<file path="config.mk">
export PLATFORM = sky130hd
export DESIGN_NAME = drive_start_stop_restart_sequencer
export DESIGN_NICKNAME = d
export VERILOG_FILES = /design/src/seq_pkg.sv /design/src/drive_start_stop_restart_sequencer.sv
export VERILOG_INCLUDE_DIRS = /design/src
export SDC_FILE = /design/constraint.sdc
export NUM_CORES = 1
export LEC_CHECK = 0
export BUFFER_PORTS_ARGS = -buffer_cell sky130_fd_sc_hd__buf_2
export CAP_MARGIN = 0
export CORE_MARGIN = 3
export CORE_UTILIZATION = 38
export DETAILED_ROUTE_END_ITERATION = 6
export RECOVER_POWER = 50
export SYNTH_ARGS = -nofsm -noshare
export SYNTH_HDL_FRONTEND = slang
export SYNTH_SLANG_ARGS = --single-unit
</file>
<file path="constraint.sdc">
create_clock -name clk_in -period 8.4 [get_ports clk_in]
set_clock_uncertainty 0.15 [all_clocks]
set_input_delay 1.26 -clock clk_in [delete_from_list [all_inputs] [get_ports clk_in]]
set_output_delay 1.26 -clock clk_in [all_outputs]
set_load 0.005 [all_outputs]
</file>
<file path="src/seq_defs.svh">
// Constants of the start, stop and restart sequencer
`ifndef SEQ_DEFS_SVH
`define SEQ_DEFS_SVH

// ****************************************
// Time base
// ****************************************
`define SEQ_CLK_KHZ 50000
`define SEQ_TICK_MS 10
`define SEQ_LOSS_MS 8
`define SEQ_QUIET_MIN 10
`define SEQ_TPS (1000 / `SEQ_TICK_MS)
`define SEQ_TPD (`SEQ_TPS / 10)
`define SEQ_QUIET_TICKS (`SEQ_QUIET_MIN * 60 * `SEQ_TPS)

// ****************************************
// Register offsets
// ****************************************
`define SEQ_CTRL_OFS 8'h00
`define SEQ_TIME_OFS 8'h04
`define SEQ_BB_OFS 8'h08
`define SEQ_DCB_OFS 8'h0C
`define SEQ_DCS_OFS 8'h10
`define SEQ_FMIN_OFS 8'h14
`define SEQ_STAT_OFS 8'h18

// ****************************************
// Field positions
// ****************************************
`define SEQ_RESTART_EN 0
`define SEQ_DIRECT_DIS 1
`define SEQ_MODE 3:2
`define SEQ_PM 4
`define SEQ_VEC 5
`define SEQ_CLR 6
`define SEQ_RT_SEC 12:0
`define SEQ_RT_LIM 19:16
`define SEQ_BB_DS 5:0
`define SEQ_DLY_DS 27:16
`define SEQ_DC_CUR 6:0
`define SEQ_DC_THR 17:8
`define SEQ_DC_STOP 9:0
`define SEQ_DC_START 29:16
`define SEQ_FMIN 15:0

// ****************************************
// Write masks and reset values
// ****************************************
`define SEQ_CTRL_MASK 32'h0000003F
`define SEQ_TIME_MASK 32'h000F1FFF
`define SEQ_BB_MASK 32'h0FFF003F
`define SEQ_DCB_MASK 32'h0003FF7F
`define SEQ_DCS_MASK 32'h3FFF03FF
`define SEQ_FMIN_MASK 32'h0000FFFF
`define SEQ_BB_RST 32'h000A0005
`define SEQ_FMIN_RST 32'h00000096

`endif

</file>
<file path="src/seq_pkg.sv">
// Types of the start, stop and restart sequencer
package seq_pkg;

   typedef enum logic [3:0] {
      ST_POWERUP = 4'h0,
      ST_PU_DELAY = 4'h1,
      ST_STOP = 4'h2,
      ST_START_DCB = 4'h3,
      ST_RUN = 4'h4,
      ST_DECEL = 4'h5,
      ST_STOP_DCB = 4'h6,
      ST_BASEBLOCK = 4'h7,
      ST_SEARCH = 4'h8,
      ST_TRIPPED = 4'h9
   } seq_state_t;

   typedef enum logic [1:0] {
      BB_COAST = 2'h0,
      BB_DCSTOP = 2'h1,
      BB_FAULT = 2'h2,
      BB_POWER = 2'h3
   } bb_kind_t;

   typedef struct packed {
      seq_state_t state;
      bb_kind_t bbk;
      logic [13:0] s1;
      logic [13:0] s2;
      logic [13:0] s3;
      logic [13:0] filt;
      logic [18:0] tick_cnt;
      logic tick;
      logic [4:0] blink;
      logic [19:0] tmr;
      logic [18:0] loss_cnt;
      logic [15:0] quiet;
      logic [3:0] attempts;
      logic flt_low;
      logic flt_rt;
      logic flt_other;
      logic blocked;
      logic key_q;
      logic [31:0] ctrl;
      logic [31:0] tim;
      logic [31:0] bbr;
      logic [31:0] dcbr;
      logic [31:0] dcsr;
      logic [31:0] fminr;
      logic [31:0] rdata;
      logic ack;
      logic wreq;
      logic oe;
      logic bblk;
      logic dcb;
      logic dec;
      logic minf;
      logic srch;
      logic fact;
      logic fcon;
      logic flash;
      logic [6:0] cur;
   } seq_regs_t;

endpackage

</file>
<file path="src/drive_start_stop_restart_sequencer.sv">
// Start, stop, restart and DC braking sequencer of a motor drive
// Notes on behaviour
// - Restart off: supply loss over 8ms trips
// - Restart on: resume after momentary supply loss
// - Restart interval is larger of baseblock, restart time
// - Restart attempt limit settable zero to ten
// - Ten quiet minutes after restart clear attempts
// - Fault clear or power cycle clears attempts
// - Fault disables output, ignores run during baseblock
// - After baseblock, clear fault then speed search
// - Attempts over limit: output off, fault contact
// - Only listed faults restart; supply loss unlimited
// - Direct start at power-up after set delay
// - Direct start off: block, flash, need run re-press
// - DC braking begins at threshold frequency
// - DC braking current zero to hundred percent
// - Stop braking time; zero skips stop braking
// - Start braking time; zero starts at minimum frequency
// - Braking needs current and time above zero
// - Threshold below minimum frequency uses minimum
// - No DC braking under sensor vector control
// - Input terminal command applies DC braking
// - Four stop modes (code: modes 1 and 3 both coast); permanent magnet decelerates only
// - Decelerate, then brake at threshold and stop
// - Coast: output off, run ignored during baseblock
// - Minimum baseblock time 0.1 to 5.0 s
`include "seq_defs.svh"
module drive_start_stop_restart_sequencer
   import seq_pkg::*;
#(
   parameter int unsigned TICK_CYCLES = `SEQ_CLK_KHZ * `SEQ_TICK_MS,
   parameter int unsigned LOSS_CYCLES = `SEQ_CLK_KHZ * `SEQ_LOSS_MS
)
(
   // Clock and reset
   input wire logic clk_in,
   input wire logic rstn_in,
   // Avalon-MM slave
   input wire logic [7:0] address_in,
   input wire logic read_in,
   input wire logic write_in,
   input wire logic [31:0] writedata_in,
   input wire logic [3:0] byteenable_in,
   output logic [31:0] readdata_out,
   output logic waitrequest_out,
   // Command and supply pins
   input wire logic run_in,
   input wire logic supply_ok_in,
   input wire logic fault_reset_in,
   input wire logic dc_brake_cmd_in,
   // Fault pins
   input wire logic overcurrent_fault_in,
   input wire logic overvoltage_fault_in,
   input wire logic motor_overload_fault_in,
   input wire logic drive_overload_fault_in,
   input wire logic low_torque_fault_in,
   input wire logic high_torque_fault_in,
   input wire logic input_phase_loss_fault_in,
   input wire logic output_phase_loss_fault_in,
   input wire logic ground_fault_in,
   input wire logic other_fault_in,
   // Power stage side, same clock
   input wire logic [15:0] out_freq_in,
   input wire logic speed_search_done_in,
   output logic output_enable_out,
   output logic baseblock_out,
   output logic dc_brake_out,
   output logic [6:0] dc_brake_current_out,
   output logic decel_req_out,
   output logic start_min_freq_out,
   output logic speed_search_out,
   output logic fault_active_out,
   output logic fault_contact_out,
   output logic powerup_run_blocked_indication_out
);

   // ****************************************
   // State and helpers
   // ****************************************
   localparam seq_regs_t RST = '{state: ST_POWERUP, bbk: BB_COAST,
      bbr: `SEQ_BB_RST, fminr: `SEQ_FMIN_RST, wreq: 1'b1, bblk: 1'b1,
      default: '0};

   seq_regs_t s;
   seq_regs_t n;
   logic [13:0] pins;
   logic run, sok, key, dcc, vec, req, loss_long, rt, oth;
   logic clr, fault_now, do_start, start_min, dcs_en, dcp_en, running;
   logic [1:0] mode;
   logic [15:0] thr_eff;
   logic [19:0] bb_t, rt_t, ivl;

   function automatic logic [31:0] merge(input logic [31:0] o,
      input logic [31:0] w, input logic [3:0] be);
      logic [31:0] r;
      r = o;
      for (int i = 0; i < 4; i++)
      begin
         if (be[i]) r[8*i +: 8] = w[8*i +: 8];
      end
      return r;
   endfunction

   assign pins = {other_fault_in, ground_fault_in,
      output_phase_loss_fault_in, input_phase_loss_fault_in,
      high_torque_fault_in, low_torque_fault_in, drive_overload_fault_in,
      motor_overload_fault_in, overvoltage_fault_in, overcurrent_fault_in,
      dc_brake_cmd_in, fault_reset_in, supply_ok_in, run_in};

   // ****************************************
   // Next state
   // ****************************************
   always_comb
   begin
      n = s;
      clr = 1'b0;
      fault_now = 1'b0;
      do_start = 1'b0;
      start_min = 1'b0;
      run = s.filt[0];
      sok = s.filt[1];
      key = s.filt[2];
      dcc = s.filt[3];
      rt = |s.filt[12:4];
      oth = s.filt[13];
      vec = s.ctrl[`SEQ_VEC];
      req = read_in | write_in;
      loss_long = s.loss_cnt == 19'(LOSS_CYCLES);
      mode = s.ctrl[`SEQ_PM] ? 2'h0 : s.ctrl[`SEQ_MODE];
      // Braking counts as enabled only with current and time set
      dcs_en = s.dcbr[`SEQ_DC_CUR] != '0 && s.dcsr[`SEQ_DC_STOP] != '0 &&
         !vec;
      dcp_en = s.dcbr[`SEQ_DC_CUR] != '0 && s.dcsr[`SEQ_DC_START] != '0 &&
         !vec;
      thr_eff = (16'(s.dcbr[`SEQ_DC_THR]) < s.fminr[`SEQ_FMIN]) ?
         s.fminr[`SEQ_FMIN] : 16'(s.dcbr[`SEQ_DC_THR]);
      bb_t = 20'(s.bbr[`SEQ_BB_DS] * `SEQ_TPD);
      rt_t = 20'(s.tim[`SEQ_RT_SEC] * `SEQ_TPS);
      ivl = (rt_t > bb_t) ? rt_t : bb_t;
      running = s.state inside {ST_START_DCB, ST_RUN, ST_DECEL,
         ST_STOP_DCB, ST_SEARCH};

      // Three-stage pin sampler; a level counts once the last two stages agree
      n.s1 = pins;
      n.s2 = s.s1;
      n.s3 = s.s2;
      if (s.s2 == s.s3) n.filt = s.s3;

      // Common tick drives every sequencer timer except the supply loss counter
      n.tick = 1'b0;
      if (s.tick_cnt == 19'(TICK_CYCLES - 1))
      begin
         n.tick_cnt = '0;
         n.tick = 1'b1;
      end
      else
         n.tick_cnt = s.tick_cnt + 19'h00001;
      if (s.tick) n.blink = s.blink + 5'h01;
      if (s.tick && s.tmr != '0) n.tmr = s.tmr - 20'h00001;
      if (sok) n.loss_cnt = '0;
      else if (!loss_long) n.loss_cnt = s.loss_cnt + 19'h00001;

      // Avalon slave: one wait cycle, then one cycle with waitrequest low
      n.ack = req & ~s.ack;
      n.wreq = ~n.ack;
      if (req & ~s.ack)
      begin
         unique case (address_in)
            `SEQ_CTRL_OFS: n.rdata = s.ctrl;
            `SEQ_TIME_OFS: n.rdata = s.tim;
            `SEQ_BB_OFS: n.rdata = s.bbr;
            `SEQ_DCB_OFS: n.rdata = s.dcbr;
            `SEQ_DCS_OFS: n.rdata = s.dcsr;
            `SEQ_FMIN_OFS: n.rdata = s.fminr;
            `SEQ_STAT_OFS: n.rdata = {19'h00000, s.fcon, s.blocked,
               s.flt_other, s.flt_rt, s.flt_low, s.attempts, s.state};
            default: n.rdata = '0;
         endcase
      end
      if (write_in & s.ack)
      begin
         unique case (address_in)
            `SEQ_CTRL_OFS: n.ctrl = merge(s.ctrl, writedata_in,
               byteenable_in) & `SEQ_CTRL_MASK;
            `SEQ_TIME_OFS: n.tim = merge(s.tim, writedata_in,
               byteenable_in) & `SEQ_TIME_MASK;
            `SEQ_BB_OFS: n.bbr = merge(s.bbr, writedata_in,
               byteenable_in) & `SEQ_BB_MASK;
            `SEQ_DCB_OFS: n.dcbr = merge(s.dcbr, writedata_in,
               byteenable_in) & `SEQ_DCB_MASK;
            `SEQ_DCS_OFS: n.dcsr = merge(s.dcsr, writedata_in,
               byteenable_in) & `SEQ_DCS_MASK;
            `SEQ_FMIN_OFS: n.fminr = merge(s.fminr, writedata_in,
               byteenable_in) & `SEQ_FMIN_MASK;
            default: ;
         endcase
      end

      // Fault clear from terminal edge or software strobe
      n.key_q = key;
      clr = (key & ~s.key_q) | (write_in & s.ack &
         address_in == `SEQ_CTRL_OFS & byteenable_in[0] &
         writedata_in[`SEQ_CLR]);
      if (clr) n.attempts = '0;
      if (!run) n.blocked = 1'b0;

      unique case (s.state)
         ST_POWERUP:
            if (s.tick)
            begin
               if (run && !s.ctrl[`SEQ_DIRECT_DIS])
               begin
                  n.state = ST_PU_DELAY;
                  n.tmr = 20'(s.bbr[`SEQ_DLY_DS] * `SEQ_TPD);
               end
               else
               begin
                  n.blocked = run;
                  n.state = ST_STOP;
               end
            end
         ST_PU_DELAY:
            if (!run) n.state = ST_STOP;
            else if (s.tmr == '0) do_start = 1'b1;
         ST_STOP:
            if (run && !s.blocked) do_start = 1'b1;
         ST_START_DCB:
            if (s.tmr == '0) n.state = ST_RUN;
         ST_RUN:
         begin
            if (s.tick && s.quiet != 16'(`SEQ_QUIET_TICKS))
               n.quiet = s.quiet + 16'h0001;
            if (s.quiet == 16'(`SEQ_QUIET_TICKS)) n.attempts = '0;
            if (!run)
            begin
               unique case (mode)
                  2'h0: n.state = ST_DECEL;
                  2'h2:
                  begin
                     n.state = ST_BASEBLOCK;
                     n.bbk = BB_DCSTOP;
                     n.tmr = bb_t;
                  end
                  default:
                  begin
                     n.state = ST_BASEBLOCK;
                     n.bbk = BB_COAST;
                     n.tmr = bb_t;
                  end
               endcase
            end
         end
         ST_DECEL:
            if (run) n.state = ST_RUN;
            else if (out_freq_in <= thr_eff)
            begin
               n.state = dcs_en ? ST_STOP_DCB : ST_STOP;
               n.tmr = 20'(s.dcsr[`SEQ_DC_STOP]);
            end
         ST_STOP_DCB:
            if (s.tmr == '0) n.state = ST_STOP;
         ST_BASEBLOCK:
            if (s.tmr == '0)
            begin
               unique case (s.bbk)
                  BB_COAST: n.state = ST_STOP;
                  BB_DCSTOP:
                  begin
                     n.state = dcs_en ? ST_STOP_DCB : ST_STOP;
                     n.tmr = 20'(s.dcsr[`SEQ_DC_STOP]);
                  end
                  BB_POWER:
                     if (sok) n.state = run ? ST_SEARCH : ST_STOP;
                  BB_FAULT:
                     if (s.flt_rt && !s.flt_other && !s.flt_low &&
                        s.attempts < s.tim[`SEQ_RT_LIM])
                     begin
                        n.attempts = s.attempts + 4'h1;
                        n.flt_rt = 1'b0;
                        n.state = ST_SEARCH;
                     end
                     else
                        n.state = ST_TRIPPED;
               endcase
            end
         ST_SEARCH:
            if (!run) n.state = ST_STOP;
            else if (speed_search_done_in) n.state = ST_RUN;
         ST_TRIPPED:
            if (clr)
            begin
               n.state = ST_STOP;
               n.flt_rt = 1'b0;
               n.flt_other = 1'b0;
               n.flt_low = 1'b0;
            end
         default: n.state = ST_STOP;
      endcase

      if (do_start)
      begin
         if (dcp_en)
         begin
            n.state = ST_START_DCB;
            n.tmr = 20'(s.dcsr[`SEQ_DC_START]);
         end
         else
         begin
            n.state = ST_RUN;
            start_min = 1'b1;
         end
      end

      // Faults and supply loss override any running sequence
      fault_now = oth | rt | (!s.ctrl[`SEQ_RESTART_EN] & loss_long);
      if (running && (fault_now || (s.ctrl[`SEQ_RESTART_EN] && !sok)))
      begin
         n.state = ST_BASEBLOCK;
         n.quiet = '0;
         if (fault_now)
         begin
            n.bbk = BB_FAULT;
            n.tmr = ivl;
            n.flt_other = oth;
            n.flt_rt = rt;
            n.flt_low = !s.ctrl[`SEQ_RESTART_EN] & loss_long;
         end
         else
         begin
            n.bbk = BB_POWER;
            n.tmr = bb_t;
         end
      end

      // Registered outputs decoded from the next state
      n.dcb = (n.state inside {ST_START_DCB, ST_STOP_DCB} ||
         (n.state == ST_STOP && dcc)) && !vec;
      n.oe = n.dcb || n.state inside {ST_RUN, ST_DECEL, ST_SEARCH};
      n.bblk = !n.oe;
      n.cur = n.dcb ? s.dcbr[`SEQ_DC_CUR] : 7'h00;
      n.dec = n.state == ST_DECEL;
      n.minf = start_min;
      n.srch = n.state == ST_SEARCH;
      n.fcon = n.state == ST_TRIPPED;
      n.fact = n.fcon || (n.state == ST_BASEBLOCK && n.bbk == BB_FAULT);
      n.flash = n.blocked & n.blink[4];
   end

   // Reset stands for a power cycle and so clears the attempt count too
   always_ff @(posedge clk_in)
   begin
      if (!rstn_in) s <= RST;
      else s <= n;
   end

   assign readdata_out = s.rdata;
   assign waitrequest_out = s.wreq;
   assign output_enable_out = s.oe;
   assign baseblock_out = s.bblk;
   assign dc_brake_out = s.dcb;
   assign dc_brake_current_out = s.cur;
   assign decel_req_out = s.dec;
   assign start_min_freq_out = s.minf;
   assign speed_search_out = s.srch;
   assign fault_active_out = s.fact;
   assign fault_contact_out = s.fcon;
   assign powerup_run_blocked_indication_out = s.flash;
endmodule // drive_start_stop_restart_sequencer

</file>
==> Word level (Yosys, flattened, before mapping) <==
Cells that the tools add are included.
{ "op_classes": {"n_addsub": 6, "shifts": 0, "eq_ne": 33, "mux": 69, "order_cmp": 4, "reduce_logical": 63, "bitwise_logic": 16, "mul": 3, "div_mod_pow": 0} }
{ "op_table": {"columns": ["cell", "n"], "rows": [
  ["$mux 20", 14],
  ["$pmux 30 s7", 1],
  ["$pmux 20 s4", 1],
  ["$mux 4", 18],
  ["$reduce_and 3->1", 16],
  ["$pmux 4 s10", 1],
  ["$add 19x1->19 const B", 2],
  ["$eq 19x19->1 const B", 2],
  ["$eq 4x3->1 const B", 8],
  ["$eq 8x5->1 const B", 3],
  ["$gt 20x10->1", 1],
  ["$logic_not 20->1", 1],
  ["$reduce_bool 20->1", 1],
  ["$sub 20x1->20 const B", 1],
  ["$mul 13x5->18 const B", 1],
  ["$add 16x1->16 const B", 1],
  ["$eq 16x16->1 const B", 1],
  ["$eq 4x2->1 const B", 4],
  ["$eq 4x4->1 const B", 4],
  ["$eq 8x4->1 const B", 2],
  ["$le 16x16->1", 1],
  ["$logic_and 1x1->1", 16],
  ["$lt 10x16->1", 1],
  ["$mux 1", 16],
  ["other kinds (37)", 77]
]} }
{ "word_totals": {"n_memories": 0, "latch_bits": 0, "word_cells": 242, "in_bits": 79, "ram_bits": 0, "mem_bits_ro": 0, "regBits": 299} }

==> Depth between registers and ports, before layout <==
Gate-level depths: netlist of run 1.
{ "logic_depth": {"word_depth": 16, "mapped_depth": 20, "mapped_depth_nobuf": 18} }

==> Worst setup path before layout of run 1 <==
No wires, ideal clock.
{ "synth_path": {"path_type": "register -> register", "startpoint": "register s[51] in the netlist's numbering", "endpoint": "register s (netlist bit output_enable_out)", "stages_incl_launch_ff": 20, "path_slack_ps": 3999, "arrival_ps": 4124, "n_path_buf": 1, "synth_period_minus_slack_ps": 4401, "setup_ps": 127, "cell_sequence": "dfxtp_1 > inv_1 > ha_1 > a21o_1 > a21o_1 > a211oi_1 > o21bai_1 > a31oi_1 > o21ai_0 > buf_1 > mux2i_1 > ha_1 > a21oi_1 > o21ai_0 > a2111o_1 > o21ai_0 > a21oi_1 > nor3_1 > a2111oi_4 > or3_1"} }
{ "synth_between": {"elab_chain_cells": 13} }
{ "synth_rtl": {"columns": ["element", "line", "source"], "rows": [
  ["start, declared", "drive_start_stop_restart_sequencer.sv:84", "seq_regs_t s;"],
  ["start signal, assigned", "drive_start_stop_restart_sequencer.sv:353", "else s <= n;"],
  ["$lt 10x16->1", "drive_start_stop_restart_sequencer.sv:135", "thr_eff = (16'(s.dcbr[`SEQ_DC_THR]) < s.fminr[`SEQ_FMIN]) ?"],
  ["$mux 16 *", "drive_start_stop_restart_sequencer.sv:135", null],
  ["$le 16x16->1 *", "drive_start_stop_restart_sequencer.sv:255", "else if (out_freq_in <= thr_eff)"],
  ["$mux 4 *", "drive_start_stop_restart_sequencer.sv:255", null],
  ["$mux 4 *", "drive_start_stop_restart_sequencer.sv:254", "if (run) n.state = ST_RUN;"],
  ["$pmux 4 s10 *", "drive_start_stop_restart_sequencer.sv:207", "unique case (s.state)"],
  ["$mux 4 *", "drive_start_stop_restart_sequencer.sv:300", "if (do_start)"],
  ["$mux 6 *", "drive_start_stop_restart_sequencer.sv:316", "if (running && (fault_now || (s.ctrl[`SEQ_RESTART_EN] && !sok)))"],
  ["$eq 4x2->1 (tied with other cells)", "drive_start_stop_restart_sequencer.sv:336", "n.dcb = (n.state inside {ST_START_DCB, ST_STOP_DCB} ||"],
  ["$reduce_bool 2->1 / $logic_and 1x1->1 (equally long branches)", "drive_start_stop_restart_sequencer.sv:336, drive_start_stop_restart_sequencer.sv:337", null],
  ["$logic_or 1x1->1", "drive_start_stop_restart_sequencer.sv:336", null],
  ["$logic_and 1x1->1", "drive_start_stop_restart_sequencer.sv:337", "(n.state == ST_STOP && dcc)) && !vec;"],
  ["$logic_or 1x1->1 *", "drive_start_stop_restart_sequencer.sv:338", "n.oe = n.dcb || n.state inside {ST_RUN, ST_DECEL, ST_SEARCH};"]
]} }
Mark *: on every way between the ends. The rest lies on a longest branch, timed or not.
A chain may end at the register's enable or synchronous reset.

==> Worst setup path after layout of run 1 <==
{ "layout_path": {"startpoint": "input port rstn_in", "endpoint": "register s[288] in the netlist's numbering"} }
{ "layout_rtl": {"columns": ["element", "line", "source"], "rows": [
  ["start, declared", "drive_start_stop_restart_sequencer.sv:37", "input wire logic rstn_in,"]
]} }
No word-level cell between the ends.

==> results of run 1 <==
## state kept, by name, indices dropped and copies added, names as in the netlist, 7 cells and up
signal and flops:
n 28, dc_brake_current_out 7, s 218, readdata_out 30
## cell type report
cell class / instances / area (um^2) / area share (%)
Inverter: 99 / 372.9 / 2.037
Sequential cell: 297 / 5946 / 32.49
Tap cell: 577 / 721.9 / 3.945
Timing Repair Buffer: 133 / 623.1 / 3.405
Clock buffer: 49 / 1008 / 5.510
Multi-Input combinational cell: 1452 / 9493 / 51.87
Clock inverter: 11 / 136.4 / 0.7452
## critical path: stages
cell and delay (ns):
sky130_fd_sc_hd__buf_2 0.07, sky130_fd_sc_hd__clkbuf_1 1.25, sky130_fd_sc_hd__clkinvlp_2 2.18, sky130_fd_sc_hd__clkbuf_2 1.31, sky130_fd_sc_hd__a2111oi_0 0.92
## cells in the mapped netlist (all sizes together), types with 9 or more instances
cell / count
o211ai: 10
nand4: 34
a31oi: 10
or3: 17
nor2: 187
o21ai: 74
nand2b: 10
inv: 99
o21a: 9
buf: 51
a22oi: 26
a222oi: 15
nor4: 30
xnor2: 42
a2111oi: 10
mux2i: 52
or2: 9
and2: 65
ha: 116
and3: 29
a21o: 23
nor3: 41
dfxtp: 297
nand2: 217
nor2b: 18
xor2: 54
a211oi: 14
clkbuf: 70
nand3: 86
fa: 10
a21oi: 134
## where the power goes
group	internal (uW)	leakage [uW]	switching, uW
Sequential	1420	0.00240	7.62
Combinational	34.9	0.00449	68.0
Clock	926	0.000566	590
## metrics by stage
stage | instances | power, uW | worst slack, ns
final | 2618 | 3047 | 1.500
after global routing | 2618 | 3155 | 0.9198
after CTS | 2618 | 3088 | 2.196
after detailed placement | 2558 | 1564 | 2.251
after global placement | 2558 | 1561 | 2.345
after floorplan | 1969 | 1515 | 3.999
## worst paths after layout
kind	from	endpoint	slack, ns	depth (start not counted)
setup / recovery	rstn_in	s[288]	1.50	5
hold / removal	n[370]	n[356]	0.28	1
setup reg to reg	s[51]	baseblock_out	2.17	18
hold reg to reg	n[370]	n[356]	0.28	1
## metal layers
metal	vias up	routed length, um
li1	7014	-
met1	6810	20860
met2	576	21470
met3	125	3670
met4	0	2488
met5	-	0
## kinds of logic after synthesis
group	share of synthesized area [%]
xor gates and xnor gates	5.123
other	0.02285
and+or+nand+nor	23.17
AOI/OAI and AO/OA	16.18
DFF	36.23
muxes	3.240
buffers and inverters	5.977
adders and majority gates	10.06
==> results.md, run 1 <==
Status:
- The flow ran to the end, but the final reports show violations.
- The checks that failed: DRC, capacitance limit, slew limit.

Critical path:
- Data on the critical path is required at its endpoint by approximately 8.6 ns.
- The arrival time reported for the critical path endpoint is a little over 7 ns.
- The worst setup path is captured at a register.
- The peak fanout along the critical path is 84.
- The critical path in this run is classified as in2reg.
- The element type at the critical path start is an input port.

Clock network:
- Clock latency on the worst-skew pair, taken at its later pin, is 0.55 ns.
- Clock-pin slew was measured on the worst setup and hold paths at about 0.07 ns.
- In this run, CTS created clock tree buffers numbering 34.
- The number of hold buffers added after CTS was 0.
- The TritonCTS clock tree is yes.
- The total of cells resized after clock tree synthesis is 0.
- The clock tree synthesis step divided the H-tree into 2 levels.
- The library cell used as clock root buffer is sky130_fd_sc_hd__clkbuf_16.
- The number of sinks driven by the clock tree is ~300.
- The worst-case clock buffer depth is 3.
- The number of post-CTS setup repair buffers is 0.

Drt:
- The count of antenna-violating nets left after detailed routing is 0.
- After the first detailed-routing iteration, the DRC count stood at about 1.2k.
- After detailed routing, the number of remaining DRC violations is 10.
- Using the TritonRoute via totals, the vias-per-cell ratio works out to roughly 5.5.
- The final route contains 14.53k vias.
- In the final routed layout, each cell accounts on average for roughly 19 um.
- The first detailed-routing pass ran for 7 iterations.
- The final layout contains routed wiring with a total length of roughly 48 mm.

Global routing:
- The maximum number of pins on one net before global-route repair is 85.
- The busiest layer in global routing is met2.
- The initial antenna violation count was 1.
- After global routing the overflow that remains totals 0.
- Global routing used 27.02% of the available met1 tracks.
- The met3 usage in global routing is under 10%.
- The via count of the first global-routing pass is roughly 14k.
- The first-pass GRT wire length is about 75 mm.
- Global routing consumed, over all layers together, roughly a fifth of the routing resources.
- Global routing consumed, on the met2 layer, 33.16% of the routing resources.

Floorplan:
- The initial utilization of the core area, before any placement, comes to around 39%.
- During I/O placement, the number of pins put on the boundary was 128.
- The die covers around 46000 um^2.
- The overall die width is around 210 um.
- The number of standard-cell rows in the floorplan is 75.
- The total area inside the core boundary comes to between 40000 and 50000 um^2.
- The chip height is 213.8 um.

STA:
- The tightest hold margin is 0.2808 ns.
- The final-report setup violation count is 0.
- The number of max-slew violations in the final report is around 210.
- The number of hold violations in the final report was 0.
- Of the available clock period, the critical path in the final layout requires a little over 80%.
- Measured against its own limit, the worst slew margin works out to -26.26%.
- The sum of negative setup slack is 0 ns.
- Setup repair after global routing left no endpoint under its margin.
- At the pin with the least slew margin, the transition time is about 1.9 ns.
- The peak clock frequency supported by timing is 144.9 MHz.
- Subtracting the final worst setup slack from the clock period gives between 6 and 7 ns.

Logic synthesis:
- Counting distinct cell types in the post-synthesis netlist gives between 80 and 90.
- Of all flip-flops after synthesis, the portion carrying an async set or reset was 0%.
- The number of instances in the synthesized netlist is a little under 2k.
- Ranked by total cell area, the synthesized netlist is headed by sky130_fd_sc_hd__dfxtp_1, sky130_fd_sc_hd__ha_1, sky130_fd_sc_hd__nand2_1.
- The share of Yosys cell area claimed by the top area cell type is 36.23%.
- The synthesized netlist occupies a cell area of between 15000 and 20000 um^2.
- After synthesis, the mean cell area works out to approximately 8.3 um^2.
- For this run, the number of Yosys warnings is 0.
- After synthesis, flip-flops and latches occupy a little over a third of the total area.
- Summed over all instances, the cell type with the most area after synthesis is sky130_fd_sc_hd__dfxtp_1.
- Yosys mapped a number of flops with a built-in enable equal to 0.
- In this run, synthesis produced a sequential element count of between 200 and 300.
- The primary flip-flop cell chosen by synthesis mapping is sky130_fd_sc_hd__dfxtp_1.

Cells and area:
- The layout overhead on the synthesized area is 11.50%.
- The commonest non-fill, non-tap cell in the layout is sky130_fd_sc_hd__dfxtp_1.
- The net count of the finished layout is about 2.2k.
- At the end of the flow the core is filled with cells to between 40% and 50%.
- The count of filler cells inserted in the layout is between 4k and 5k.
- The number of antenna diodes in the final layout is 0.
- The layout cell share with drive strength beyond 1 is about 8.2%.
- In the layout the commonest cells are sky130_fd_sc_hd__dfxtp_1, sky130_fd_sc_hd__nand2_1, sky130_fd_sc_hd__nor2_1.
- After routing the design area is 18300 um^2.

Placed design:
- The wire-length estimate of the detail-placed layout is between 30 and 40 mm.
- The global placer's final weighted congestion is ~0.95.
- Summing all placed instances gives a cell area of approximately 17000 um^2.
- The count of input and output buffers is roughly 120.

Power and ir drop:
- The largest voltage drop on the vdd net is around 120 uV.
- In this run the power density over the cells is about 170 nW/um^2.
- The leakage power total is around 0.0075 uW.

Hold path:
- In this run the worst hold path is classified as reg2reg.

Run:
- The reported max-cap violation count is 4.
Note: power is estimated with default switching activity, not from simulation.
==> run 2: changes to the inputs <==
- clock period: 8.4 -> 6.9 ns (I/O delays scaled with it)
==> results.md, run 2 (synthesis gave the netlist of run 1 again) <==
Critical path:
- STA classifies the critical path endpoint as a register.
- At the worst endpoint, the arrival time is 6.51 ns.
- The kind of critical path is reg2reg.
- The critical path starts at s[51].
- The data required time at the worst endpoint is 7.23 ns.
- Along the worst path, the maximum fanout reaches 10.
- The worst setup path is launched from a register.
- In this run the critical register-to-register path is launched from s[51].

Cells and area:
- The top cell types in the final layout, fill and taps aside, are sky130_fd_sc_hd__dfxtp_1, sky130_fd_sc_hd__nand2_1, sky130_fd_sc_hd__nor2_1.
- The register with the most flip-flops in the layout has about 220 of them.
- In the final design database the tool counted 2226 nets.
- The area of combinational cells with multiple inputs is around 9500 um^2.
- The number of antenna diodes in the final layout is 0.
- The register bank with the most flops is s.
- Of the cells placed in the final design, the portion with a size suffix greater than 1 is ~8.6%.
- The final core area utilization is between 40 and 50%.
- The finished cells cover approximately 18000 um^2.
- Leaving out fill and tap cells, the most frequent cell in the layout is sky130_fd_sc_hd__dfxtp_1.
- The register area is 5946 um^2.
- The layout has 4265 filler cells.
- From synthesis to final layout, the design area changed by 12.04%.

Clock network:
- The count of H-tree levels built during CTS is 2.
- In this run, CTS created clock tree buffers numbering 36.
- The worst-case clock buffer depth is 3.
- The source-to-sink clock delay at the later pin of the worst-skew pair is 0.55 ns.
- Clock tree synthesis selected as its root buffer the cell sky130_fd_sc_hd__clkbuf_16.
- The number of post-CTS setup repair buffers is 0.
- After clock tree synthesis, the repair step resized 0 gates.
- The hold-fix buffer count after cts is 0.
- TritonCTS built the clock tree.
- After clock tree synthesis, the clock-pin slew on the worst setup and hold paths is about 0.060 ns.
- The clock net in this run drives a total of 297 sinks.

STA:
- Measured against its own limit, the worst slew margin works out to -32.68%.
- The worst path needs 6.177 ns of the cycle, external delays included.
- After routing, the total negative slack on setup checks comes to 0 ns.
- The final-report setup violation count is 0.
- The number of max-slew violations in the final report is 51.
- Of the available clock period, the critical path in the final layout requires between 80% and 90%.
- The number of hold violations in the final report is 0.
- For the pin with the worst max-slew slack, the measured transition is between 1.5 and 2 ns.
- Static timing analysis puts the maximum clock frequency at roughly 160 MHz.
- Setup repair after global routing left no endpoint under its margin.

Power and ir drop:
- Across the VDD grid, the largest voltage drop is between 150 and 200 uV.
- Power comes to around 3800 uW.
- In this run the static leakage power is between 0.007 and 0.008 uW.
- The total power divided by cell area is approximately 210 nW/um^2.

Drt:
- After detailed routing, the total wire length is about 49 mm.
- The detail route stage leaves a number of antenna-violating nets equal to 0.
- The total DRC errors in the routed layout is 1.
- In the final routed layout, each cell accounts on average for 18.60 um.
- The initial DRC count is around 1.1k.
- Using the TritonRoute via totals, the vias-per-cell ratio works out to 5.512.
- The first detailed-routing pass ran for 7 iterations.
- Detailed routing inserted a total of between 10k and 15k vias.

Hold path:
- The kind of path behind the tightest hold check is reg2reg.
- The startpoint identified for the worst hold timing path is n[367].

Placed design:
- The global placer's final weighted congestion is between 0.9 and 1.
- The estimated wirelength of the detail-placed design is about 37 mm.
- After detailed placement, the total cell area comes to roughly 17000 um^2.
- The count of input and output buffers is 123.

Floorplan:
- roughly 130 I/O pins were placed.
- The die area is between 40000 and 50000 um^2.
- The placeable core region is around 42000 um^2.
- The die is between 200 and 250 um tall.
- The floorplan step set the die width to about 210 um.
- The number of standard-cell rows in the floorplan is 75.
- The effective utilization at floorplan is around 39%.

Status:
- The flow ran to the end, but the final reports show violations.
- The checks that failed: DRC, capacitance limit, slew limit.

Global routing:
- The first-pass GRT wire length is ~76 mm.
- The via count of the first global-routing pass was 13.91k.
- The residual overflow from global routing is 0.
- Entering global routing, the biggest net connects 83 pins.
- The initial antenna violation count was 1.
- Global routing used between 20% and 30% of the available tracks across all layers.

Run:
- The reported max-cap violation count is 1.
-- run 2: changes by cell type in the layout (fill, tap and decap cells not counted), sizes merged --
cell | before | now
clkinvlp | 2 | 6
buf | 87 | 88
clkbuf | 95 | 93
clkinv | 6 | 7
inv | 99 | 102
-- run 2: through the flow --
| step | std cells | setup WS (ns) | hold slack, ns |
|---|---|---|---|
| after CTS | 2625 | 0.8162 | 0.2811 |
| after floorplan | 1969 | 2.499 | 0.2619 |
| after global placement | 2560 | 0.9459 | 0.2663 |
| after global routing | 2625 | 0.2654 | 0.2920 |
| after detailed placement | 2560 | 0.8283 | 0.2669 |
| final | 2625 | 0.7231 | 0.2817 |
-- run 2: power breakdown --
group | switching (uW) | internal (uW)
sequential | 9.43 | 1730
combinational | 82.8 | 42.8
clock | 767 | 1160
-- run 2: path summary, 6_finish.rpt --
check	endpoint	slack (ns)	cells past startpoint
worst max-delay path	output_enable_out	0.72	18
worst min-delay path	n[353]	0.28	1
worst max register to register	output_enable_out	0.72	18
worst min register to register	n[353]	0.28	1
-- run 2: final cells by class --
type / count / share of cell area, %
multi-input combinational: 1452 / 51.64
sequential: 297 / 32.33
timing repair buffer: 135 / 3.491
inverter: 99 / 2.028
clock inverter: 19 / 1.095
tap: 577 / 3.926
clock buffer: 46 / 5.491
-- run 2: per-layer routing --
metal | global-route usage [%] | vias to the layer above | wire (um)
met5 | 0 | - | 3
met4 | 8.364 | 2 | 1865
met3 | 3.833 | 115 | 3408
met2 | 34.81 | 507 | 22260
met1 | 27.60 | 6828 | 21300
li1 | - | 7017 | -
-- run 2: critical path, cell delays in order, from the launching register on --
cell	delay, ns
sky130_fd_sc_hd__dfxtp_1	0.35
sky130_fd_sc_hd__inv_1	0.07
sky130_fd_sc_hd__ha_1	0.28
sky130_fd_sc_hd__a21o_1	0.11
sky130_fd_sc_hd__a21o_1	0.12
sky130_fd_sc_hd__a211oi_1	0.08
sky130_fd_sc_hd__o21bai_1	0.14
sky130_fd_sc_hd__a31oi_1	0.10
sky130_fd_sc_hd__o21ai_1	0.88
sky130_fd_sc_hd__mux2i_1	0.24
sky130_fd_sc_hd__ha_1	0.34
sky130_fd_sc_hd__nand4_1	0.13
sky130_fd_sc_hd__nor3_1	0.44
sky130_fd_sc_hd__a21boi_0	0.67
sky130_fd_sc_hd__o21ai_0	0.33
sky130_fd_sc_hd__a21oi_1	0.48
sky130_fd_sc_hd__nor3_1	0.16
sky130_fd_sc_hd__a2111oi_4	0.84
sky130_fd_sc_hd__or3_1	0.22
==> run 3: changes to the inputs <==
- BUFFER_PORTS_ARGS: -buffer_cell sky130_fd_sc_hd__buf_2 -> -buffer_cell sky130_fd_sc_hd__clkbuf_2
==> results.md, run 3 (synthesis gave the netlist of run 1 again) <==
Critical path:
- The most critical setup path has its startpoint at s[51].
- The most numerous cell type found on the critical path is sky130_fd_sc_hd__nor3_1.
- The worst setup path is captured at a register.
- The depth of the critical timing path with buffers and inverters included is 19.
- The critical path is of the reg2reg type.
- In this run the register-to-register setup slack is 1.19 ns.
- The critical path ends at baseblock_out.
- The data required time at the worst endpoint is slightly above 7 ns.
- The element type at the critical path start is a register.
- In this design, the stage delay of the slowest critical-path cell is between 0.8 and 0.9 ns.
- The startpoint of the lowest-slack register-to-register path is s[51].
- The kind of cell with the highest combined delay along the critical path is compound AO/OA/AOI/OAI gates.
- At the worst endpoint, the arrival time is 5.93 ns.
- The cell type of the slowest stage on the worst timing path is sky130_fd_sc_hd__o21ai_1.
- The number of buffer and inverter stages on the critical path is 2.
- Walking the worst path, the cells encountered are inv_1, ha_1, a21o_1, a21o_1, a211oi_1, o21bai_1, a31oi_1, o21ai_1, mux2i_1, ha_1, nand4_1, nor3_1, a21boi_0, buf_4, o21ai_0, a21oi_1, nor3_1, a2111oi_4, nor3_1.
- Measured in cells, the most critical reg-to-reg path has a length of 19.
- The peak fanout along the critical path is 10.
- The endpoint identified for the worst register-to-register timing path is baseblock_out.

Cells and area:
- The register with the most flip-flops in the layout has roughly 220 of them.
- With fillers left out, the area of the finished cells amounts to 18340 um^2.
- Of the cells placed in the final design, the portion with a size suffix greater than 1 is under 10%.
- The layout overhead on the synthesized area is 11.72%.
- The layout has approximately 4.2k filler cells.
- Counting flops per register, the top entry is s.
- The final core area utilization is between 40 and 50%.
- The top cell types in the final layout, fill and taps aside, are sky130_fd_sc_hd__dfxtp_1, sky130_fd_sc_hd__nand2_1, sky130_fd_sc_hd__nor2_1.
- The commonest non-fill, non-tap cell in the layout is sky130_fd_sc_hd__dfxtp_1.
- The antenna diode count is 0.
- In the final design database the tool counted approximately 2.2k nets.

Placed design:
- The placed instances occupy a cell area of between 15000 and 20000 um^2.
- OpenSTA, run right after detailed placement, puts the worst setup slack at around 1.3 ns.
- Port buffering added approximately 120 buffers.
- Summed over all nets, the half-perimeter wirelength after detailed placement is about 36 mm.
- The global placer's final weighted congestion is roughly 0.94.

Status:
- The checks that failed: capacitance limit, slew limit.
- The run finished, with violations left.

Floorplan:
- The chip height is approximately 210 um.
- The overall die width is 213.8 um.
- Once the floorplan was initialized, standard cells occupied slightly below 40% of the core.
- During I/O placement, the number of pins put on the boundary was 128.
- The die area is ~46000 um^2.
- The floorplan has 75 rows.
- The region available for standard cell placement spans 42320 um^2.

Clock network:
- Counting the buffers created by CTS gives 35.
- Clock-pin slew was measured on the worst setup and hold paths at about 0.06 ns.
- The total of cells resized after clock tree synthesis is 0.
- The worst-case clock buffer depth is 3.
- The count of H-tree levels built during CTS is 2.
- The clock net in this run drives a total of between 200 and 300 sinks.
- The library cell used as clock root buffer is sky130_fd_sc_hd__clkbuf_16.
- The TritonCTS clock tree is yes.
- Once the clock tree was built, the setup fixing pass inserted 0 buffers.
- For the worst-skew pair, the clock arrives at the later sink with an insertion delay of 0.55 ns.
- The number of hold buffers added after CTS was 0.

Drt:
- In the routed design, unresolved DRC markers number 0.
- The per-cell routed wire length is about 19 um.
- The final wirelength is just under 50 mm.
- The initial DRC count is 1096.
- Detailed routing inserted a total of approximately 14k vias.
- Once detail routing completed, the nets flagged for antenna violations numbered 0.
- Before antenna repair, the detailed router went through 6 iterations.
- The via density per instance is ~5.5.

Run:
- The tool flagged a number of max-cap violations equal to 3.

Global routing:
- The first-pass GRT wire length is between 70 and 80 mm.
- Entering global routing, the biggest net connects between 80 and 90 pins.
- The initial antenna violation count is 0.
- The total overflow left after global routing is 0.
- The via count of the first global-routing pass is 13.66k.
- Across every metal layer, demand over resource in global routing totals a little over a fifth.

STA:
- In the post-route analysis, the smallest setup slack over all paths is around 1.2 ns.
- The worst pin sits at a relative slew slack of -37.90%.
- Setup repair after global routing left no endpoint under its margin.
- The slew at the pin closest to its max-slew limit is 2.057 ns.
- Setup violations remaining at the end of the flow were counted as 0.
- The number of hold violations in the final report came to 0.
- The peak clock frequency supported by timing is 175.2 MHz.
- The ratio of final minimum period to clock period is between 80 and 90%.
- The number of max-slew violations in the final report was around 160.
- The sum of negative setup slack is 0 ns.
- For the finished layout, the period the worst path requires is roughly 5.7 ns.

Power and ir drop:
- The leakage power total is 0.007472 uW.
- Power spread over the standard cell area amounts to a little over 200 nW/um^2.
- The largest voltage drop on the vdd net is approximately 200 uV.

Hold path:
- The kind of path behind the tightest hold check is reg2reg.
- The start point of the worst min-delay path is n[372].
==> run 3: cell types whose count changed in the layout (fill, tap and decap cells not counted), moves of 2 or more <==
| cell | delta |
|---|---|
| sky130_fd_sc_hd__clkbuf_2 | +77 |
| sky130_fd_sc_hd__inv_6 | -3 |
| sky130_fd_sc_hd__clkinvlp_4 | -2 |
| sky130_fd_sc_hd__buf_2 | -78 |
| sky130_fd_sc_hd__and2_1 | -2 |
| sky130_fd_sc_hd__and2_0 | +2 |
| sky130_fd_sc_hd__clkbuf_1 | +6 |
==> run 3: worst reg2reg max path: stages (launching register included) <==
cell                        delay, ns
sky130_fd_sc_hd__dfxtp_1         0.38
sky130_fd_sc_hd__inv_1           0.08
sky130_fd_sc_hd__ha_1            0.28
sky130_fd_sc_hd__a21o_1          0.10
sky130_fd_sc_hd__a21o_1          0.13
sky130_fd_sc_hd__a211oi_1        0.08
sky130_fd_sc_hd__o21bai_1        0.14
sky130_fd_sc_hd__a31oi_1         0.09
sky130_fd_sc_hd__o21ai_1         0.85
sky130_fd_sc_hd__mux2i_1         0.19
sky130_fd_sc_hd__ha_1            0.34
sky130_fd_sc_hd__nand4_1         0.11
sky130_fd_sc_hd__nor3_1          0.42
sky130_fd_sc_hd__a21boi_0        0.25
sky130_fd_sc_hd__buf_4           0.17
sky130_fd_sc_hd__o21ai_0         0.19
sky130_fd_sc_hd__a21oi_1         0.49
sky130_fd_sc_hd__nor3_1          0.16
sky130_fd_sc_hd__a2111oi_4       0.80
sky130_fd_sc_hd__nor3_1          0.15
==> run 3: through the flow <==
stage / total power [uW] / hold slack, ns / instances
after floorplan: 1844 / 0.2619 / 1969
after global placement: 1900 / 0.2675 / 2561
after detailed placement: 1903 / 0.2691 / 2561
after CTS: 3792 / 0.2828 / 2623
after global routing: 3872 / 0.2953 / 2623
final: 3750 / 0.2822 / 2623
==> run 3: worst min path at each step <==
stage	end	cells after the start
6_report	n[358]	1
5_1_grt	n[354]	1
4_1_cts	n[358]	1
3_5_place_dp	n[358]	1
3_3_place_gp	n[348]	1
2_1_floorplan	n[345]	1
==> run 3: where the power goes <==
part	switching, uW	internal [uW]	total [uW]
Clock	749	1140	1890
Combinational	82.6	42.1	125
Sequential	9.70	1730	1740
Total	841	2910	3750
==> run 3: final cells by class <==
class,instances,area [um^2],area share (%)
Multi-Input combinational cell,1452,9493,51.77
Clock inverter,14,156.4,0.8529
Clock buffer,48,1007,5.493
Inverter,99,372.9,2.033
Sequential cell,297,5946,32.42
Timing Repair Buffer,136,640.6,3.493
Tap cell,577,721.9,3.937
==> run 3: layer usage <==
| metal | track usage (%) | share of wire [%] |
|---|---|---|
| met5 | 0 | 0 |
| met4 | 9.298 | 4.5 |
| met2 | 34.29 | 45 |
| met1 | 26.97 | 43 |
| met3 | 4.009 | 7.3 |
